<file path="config.mk">
export PLATFORM = sky130hd
export DESIGN_NAME = sacr_core
export DESIGN_NICKNAME = d
export VERILOG_FILES = /design/src/sacr_pkg.sv /design/src/sacr_core.sv
export SDC_FILE = /design/constraint.sdc
export NUM_CORES = 1
export LEC_CHECK = 0
export ABC_CLOCK_PERIOD_IN_PS = 1800
export BUFFER_PORTS_ARGS = -buffer_cell sky130_fd_sc_hd__buf_2
export CELL_PAD_IN_SITES_DETAIL_PLACEMENT = 1
export CELL_PAD_IN_SITES_GLOBAL_PLACEMENT = 1
export CORE_UTILIZATION = 44
export CTS_BUF_LIST = sky130_fd_sc_hd__clkbuf_4 sky130_fd_sc_hd__clkbuf_8
export DETAILED_ROUTE_END_ITERATION = 8
export PLACE_DENSITY_LB_ADDON = 0.05
export RECOVER_POWER = 50
export SETUP_SLACK_MARGIN = 0.4
export SYNTH_ARGS = -nofsm -noshare
export SYNTH_HDL_FRONTEND = slang
export SYNTH_SLANG_ARGS = --single-unit
</file>
<file path="constraint.sdc">
create_clock -name sys_clk -period 1.8 [get_ports sys_clk]
set_input_delay 0.09 -clock sys_clk [delete_from_list [all_inputs] [get_ports sys_clk]]
set_output_delay 0.09 -clock sys_clk [all_outputs]
set_load 0.01 [all_outputs]
</file>
<file path="src/sacr_pkg.sv">
// package for the sar converter conversion and serial readout block
// assumes a 125 MHz sys_clk; shared by the design file and the bench
package sacr_pkg;
    // ==========================================
    // clock and timing
    localparam int CLK_PERIOD_NS = 8;
    localparam int ACQ_START_NS = 527;      // acquisition restarts after conversion start
    localparam int CONV_MAX_NS = 3000;      // longest conversion time
    localparam int ACQ_START_CYC = (ACQ_START_NS + CLK_PERIOD_NS - 1) / CLK_PERIOD_NS;
    localparam int CONV_CYC = CONV_MAX_NS / CLK_PERIOD_NS;
    localparam int CNT_W = 10;
    // ==========================================
    // result word
    localparam int RES_W = 18;
    localparam logic [17:0] RES_RESET = 18'h00000;
    // ==========================================
    // power state
    typedef enum logic [1:0] {
        SACR_NAP,
        SACR_CONVERT,
        SACR_SLEEP
    } sacr_state_t;
endpackage

</file>
<file path="src/sacr_core.sv">
// sacr_core: conversion sequencer, nap and sleep control, serial result readout
// assumes convert_start, shift clock, read_enable_or_serial_in and chain_select are
// asynchronous pins; conversion result arrives as a parallel word from the analog core
//
// Overview of operation
// - convert_start rising edge starts conversion and powers up the core.
// - convert_start edges during a conversion do not restart it; a second one with no shift rise between requests sleep.
// - busy is high for the whole conversion, low when it ends.
// - acquisition of next sample begins 527ns after conversion start.
// - internal counter bounds conversion to at most 3 microseconds.
// - after conversion the core naps until next convert_start rising edge.
// - result can be shifted out during nap.
// - after sleep request, sleep begins at falling busy of last conversion.
// - shift clock rising edge wakes the device from sleep.
// - serial output updates on each rising shift clock edge when enabled.
// - result msb holds on serial output until first rising shift edge.
// - normal mode: output enabled when read enable is low, off when high.
// - normal mode, read enable low: fresh msb appears at busy fall.
// - lowering read enable presents the result msb immediately.
// - chain mode: output always enabled, read enable pin is serial input.
// - chain mode: upstream msb reaches output after 18 shift cycles.
// - chain mode captures upstream bit on each rising shift edge.
`timescale 1ns/10ps
module sacr_core #(
    parameter int RES_W = sacr_pkg::RES_W
) (
    input wire logic sys_clk,
    input wire logic srst,
    input wire logic convert_start,
    input wire logic shift_clk,
    input wire logic read_enable_or_serial_in,
    input wire logic chain_select,
    input wire logic [RES_W-1:0] core_result,
    output logic busy,
    output logic acquire,
    output logic core_power_on,
    output logic asleep,
    output logic serial_out_o,
    output logic serial_out_oe
);
    // ==========================================
    // pin synchronisers
    logic [1:0] cnv_sync_q, sck_sync_q, rdl_sync_q, chn_sync_q;
    logic cnv_prev_q, sck_prev_q, rdl_prev_q;
    // read enable resets high so the output starts released
    always_ff @(posedge sys_clk) begin
        if (srst) begin
            cnv_sync_q <= 2'h0;
            sck_sync_q <= 2'h0;
            rdl_sync_q <= 2'h3;
            chn_sync_q <= 2'h0;
            cnv_prev_q <= 1'b0;
            sck_prev_q <= 1'b0;
            rdl_prev_q <= 1'b1;
        end else begin
            cnv_sync_q <= {cnv_sync_q[0], convert_start};
            sck_sync_q <= {sck_sync_q[0], shift_clk};
            rdl_sync_q <= {rdl_sync_q[0], read_enable_or_serial_in};
            chn_sync_q <= {chn_sync_q[0], chain_select};
            cnv_prev_q <= cnv_sync_q[1];
            sck_prev_q <= sck_sync_q[1];
            rdl_prev_q <= rdl_sync_q[1];
        end
    end
    // edge detectors compare the second stage with its last value
    logic cnv_rise, sck_rise, rdl_fall, chain_mode, rdl_lvl;
    assign cnv_rise = cnv_sync_q[1] & ~cnv_prev_q;
    assign sck_rise = sck_sync_q[1] & ~sck_prev_q;
    assign rdl_fall = ~rdl_sync_q[1] & rdl_prev_q;
    assign chain_mode = chn_sync_q[1];
    assign rdl_lvl = rdl_sync_q[1];

    // ==========================================
    // conversion sequencer
    sacr_pkg::sacr_state_t state_q;
    logic [sacr_pkg::CNT_W-1:0] conv_cnt_q;
    logic conv_done, start_ok;
    assign conv_done = (state_q == sacr_pkg::SACR_CONVERT) &&
                       (conv_cnt_q == sacr_pkg::CNT_W'(sacr_pkg::CONV_CYC - 1));
    // count runs from zero to the end count, then the state leaves
    // starts only outside a conversion
    assign start_ok = cnv_rise && (state_q != sacr_pkg::SACR_CONVERT);
    // ==========================================
    // sleep request pairing
    // sleep request: second convert start with no shift rise between
    logic pend_q, sleep_req_q;
    always_ff @(posedge sys_clk) begin
        if (srst) begin
            pend_q <= 1'b0;
        end else if (cnv_rise) begin
            pend_q <= 1'b1;
        end else if (sck_rise) begin
            pend_q <= 1'b0;
        end
    end
    always_ff @(posedge sys_clk) begin
        if (srst) begin
            sleep_req_q <= 1'b0;
        end else if (cnv_rise && pend_q && !sck_rise) begin
            sleep_req_q <= 1'b1;
        end else if (sck_rise) begin
            sleep_req_q <= 1'b0;
        end
    end
    // rising start powers up and converts
    always_ff @(posedge sys_clk) begin
        if (srst) begin
            state_q <= sacr_pkg::SACR_NAP;
            conv_cnt_q <= '0;
        end else begin
            case (state_q)
                sacr_pkg::SACR_NAP: begin
                    conv_cnt_q <= '0;
                    if (start_ok) begin
                        state_q <= sacr_pkg::SACR_CONVERT;
                    end
                end
                sacr_pkg::SACR_CONVERT: begin
                    conv_cnt_q <= conv_cnt_q + 1'b1;
                    if (conv_done) begin
                        // sleep at busy fall after request
                        state_q <= (sleep_req_q || (cnv_rise && pend_q && !sck_rise)) ?
                                   sacr_pkg::SACR_SLEEP : sacr_pkg::SACR_NAP;
                    end
                end
                sacr_pkg::SACR_SLEEP: begin
                    conv_cnt_q <= '0;
                    if (sck_rise) begin
                        state_q <= sacr_pkg::SACR_NAP;
                    end
                end
                default: begin
                    state_q <= sacr_pkg::SACR_NAP;
                    conv_cnt_q <= '0;
                end
            endcase
        end
    end
    assign busy = (state_q == sacr_pkg::SACR_CONVERT);
    assign core_power_on = (state_q == sacr_pkg::SACR_CONVERT);
    assign asleep = (state_q == sacr_pkg::SACR_SLEEP);
    assign acquire = (state_q != sacr_pkg::SACR_CONVERT) ||
                     (conv_cnt_q >= sacr_pkg::CNT_W'(sacr_pkg::ACQ_START_CYC));

    // ==========================================
    // serial readout shift path
    // a load at the end count wins over a shift edge in that cycle
    logic [RES_W-1:0] shift_q;
    always_ff @(posedge sys_clk) begin
        if (srst) begin
            shift_q <= sacr_pkg::RES_RESET;
        end else if (conv_done) begin
            // fresh msb loaded at busy fall
            shift_q <= core_result;
        end else if (sck_rise && state_q != sacr_pkg::SACR_SLEEP &&
                     (chain_mode || !rdl_lvl)) begin
            // shift on rising edge while enabled
            // msb first, one bit per edge
            // chain mode pulls upstream bit in
            shift_q <= {shift_q[RES_W-2:0], chain_mode ? rdl_lvl : 1'b0};
        end
    end
    // msb holds until first shift edge
    // output tracks register, so msb shows as soon as enabled
    assign serial_out_o = shift_q[RES_W-1];
    // enable is combinational so selection reaches the pin at once
    // normal mode enable from read enable
    assign serial_out_oe = chain_mode | ~rdl_lvl;
endmodule

</file>
==> flow_metrics.py <==
metrics = {
    "finish": {
        "drive_gt1_share_pct": 45.3,
        "post-route-util_pct": 62.6,
        "n_antenna_cell": 0,
        "n_fill_cell": 426,
        "fin_area_sq_um": 2520,
        "nets": 250,
        "areaGrowthSynthToFinish_pct": 35.9,
        "final_cells": 275,
    },
    "setup_path": {
        "worstPathArrival_ps": 1870,
        "cp_slowest_cell": "dfxtp_2",
        "worst-r2r-cell-count": 8,
        "r2r_end": "shift_q[13]",
        "worst-path-buf-inv": 3,
        "critPathRequiredTime_ps": 1950,
        "path_cells": "buf_4 -> ha_4 -> and4b_4 -> nand4_4 -> buf_6 -> buf_16 -> nor2_1 -> a211oi_2",
        "crit_cells": 8,
        "start_kind": "register",
        "r2r_slack_ps": 80,
        "critPathKind": "register to register",
        "cp-startpoint": "conv_cnt_q[1]",
        "cp_top_family": "simple AND/OR/NAND/NOR gates",
        "critPathMaxFanout": 6,
        "crit_path_end": "shift_q[13]",
        "timing.rr.start": "conv_cnt_q[1]",
        "max_stage_delay_ps": 340,
        "end_kind": "register",
    },
    "routing": {
        "drc": 0,
        "vias_per_cell": 5.20,
        "vias": 1431,
        "ant_nets": 0,
        "wl_per_cell_um": 16.9,
        "drt_wl_total_um": 4660,
        "drtIter0Drc": 57,
        "firstDrtPassIters": 4,
    },
    "cts": {
        "tritoncts": "yes",
        "cts_buffers": 5,
        "clk_pin_slew_worst_paths_ps": 80,
        "cts.sinks": 42,
        "cts-root-buf": "clkbuf_8",
        "clockBufferDepth": 2,
        "clock_latency_ps": 290,
        "htreeDepth": 2,
    },
    "synth": {
        "synthCells": 179,
        "synth_ff_type": "dfxtp_1",
        "ys_types": 38,
        "yosysTopAreaCell": "dfxtp_1",
        "synth_common_cells": "dfxtp_1, nor2_1, a211oi_2, mux2i_1, nor2b_1",
        "syn_area_per_cell_sq_um": 10.4,
        "synthTopCellsByArea": "dfxtp_1, a211oi_2, mux2i_1, nor2_1, nor2b_1",
        "yosysMostFrequentCell": "dfxtp_1",
        "netlist_area_sq_um": 1860,
        "synthArstFlopShare_pct": 0,
        "synth-seq-area-share_pct": 45.3,
        "synth_edf_count": 0,
        "yosysWarnings": 0,
        "synth.top_cell.area_share_pct": 45.3,
        "synth_seq_cells": 42,
        "synth_nets": 205,
    },
    "placed_design": {
        "dp.cells": 250,
        "dpl.hpwl_um": 2540,
        "io_buffers": 29,
        "place.gp.congestion": 0.759,
        "place_ws_ps": 211,
        "place_area_sq_um": 2020,
    },
    "timing": {
        "slew_violations": 0,
        "min_period_over_period_pct": 95.5,
        "whs_ps": 9.22,
        "clock_skew_ps": 6.89,
        "rsz0062_at_grt": "yes",
        "slew_headroom_pct": 60.2,
        "worst_slew_pin_slew_ps": 597,
        "period_minus_slack_ps": 1720,
        "finalHoldViolCount": 0,
        "setup_ws_ps": 80.1,
        "clock.fmax_ghz": 0.581,
        "setup_viol": 0,
        "tns_ps": 0,
    },
    "floorplanning": {
        "die_y_um": 66.9,
        "rows": 23,
        "io_pins": 30,
        "core_area_sq_um": 4030,
        "start_util_pct": 46.1,
        "die_x_um": 66.9,
        "die-area_sq_um": 4480,
    },
    "hold_path": {
        "hold_class": "primary input to register",
    },
    "global_route": {
        "grt_pass1_wl_um": 7250,
        "gr-total-overflow": 0,
        "grt_max_degree": 18,
        "grt.total_usage_pct": 22.6,
        "antenna_found_initial": 0,
        "grt_pass1_vias": 1444,
    },
    "job": {
        "drv_cap": 0,
    },
    "power_and_ir_drop": {
        "powerDensity_nw_per_um2": 662,
        "p_leak_nw": 1.05,
        "ir_worst_vdd_mv": 0.566,
        "power_mw": 1.67,
    },
    "run_status": {
        "outcome": "finished, final reports clean",
    },
}
## placed cells by master, fill, tap and decap left out, types with 3 or more instances in the layout
cell / instances
a211oi_2: 15
a21oi_1: 3
buf_12: 3
buf_16: 6
buf_2: 26
buf_4: 5
buf_6: 4
clkbuf_1: 4
clkbuf_8: 6
dfxtp_1: 38
dfxtp_2: 3
mux2i_1: 17
nand2b_1: 5
nand3_1: 4
nor2_1: 14
nor2_2: 14
nor2b_1: 10
nor3_1: 4
xnor2_1: 4
xor2_1: 3
## cells by family after synthesis
family	after synthesis	synth area share [%]
and+or+nand+nor	69	20.8
buffers and inverters	15	4.99
adders and majority gates	2	1.35
AOI/OAI and AO/OA	27	15.0
muxes	17	9.17
DFF	42	45.3
xor gates and xnor gates	7	3.30
## flip-flops by register name, summed over array words and instances, names as in the netlist
signal,count
chn_sync_q,2
cnv_prev_q,1
cnv_sync_q,2
conv_cnt_q,10
pend_q,1
rdl_sync_q,2
sck_prev_q,1
sck_sync_q,2
shift_q,18
sleep_req_q,1
state_q,2
## repair_timing
| action | in CTS | in global routing |
|---|---|---|
| hold buffers | 1 | 1 |
| hold endpoints to repair | 1 | 1 |
| buffers inserted | 7 | 2 |
| pin swaps | 2 | 2 |
| cloned | 6 | 0 |
| endpoints found under the setup margin | 20 | 33 |
| gates resized for setup | 27 | 22 |
## worst reg2reg max path, cell delays in order, from the launching register on
cell and delay (ps):
dfxtp_2 340, buf_4 130, ha_4 140, and4b_4 260, nand4_4 190, buf_6 210
buf_16 130, nor2_1 120, a211oi_2 70
## layer usage
metal	wire length, um	global-route usage [%]	vias up	part of all wire, %
li1	-	-	709	-
met1	1910	24.8	693	41
met2	2570	41.5	25	55
met3	131	5.82	4	2.8
met4	45	7.18	0	0.97
met5	0	0	-	0
## final cells by class
cell class              count  area [sq um]  area share (%)
multi-input cells         122          1030            40.9
well taps                  50          62.6            2.48
inverters                   3          11.3           0.446
clock buffers               6          82.6            3.27
flip-flops and latches     42           848            33.6
repair buffers             50           473            18.8
clock inverters             2          12.5           0.496
## power by group
part / switching, mW / leakage, nW / total [mW] / internal [mW]
Combinational: 0.0530 / 0.658 / 0.0961 / 0.0431
Clock: 0.318 / 0.0472 / 0.626 / 0.308
Sequential: 0.00685 / 0.343 / 0.947 / 0.940
## worst min-delay path by stage
stage                                   startpoint            end  cells past startpoint
after CTS                             chain_select  chn_sync_q[0]                      2
after floorplan           read_enable_or_serial_in  rdl_sync_q[0]                      1
final                                 chain_select  chn_sync_q[0]                      2
after detailed placement  read_enable_or_serial_in  rdl_sync_q[0]                      2
after global placement    read_enable_or_serial_in  rdl_sync_q[0]                      2
after global routing                     shift_clk  sck_sync_q[0]                      2
No activity file was read; power rests on OpenSTA's default activity.
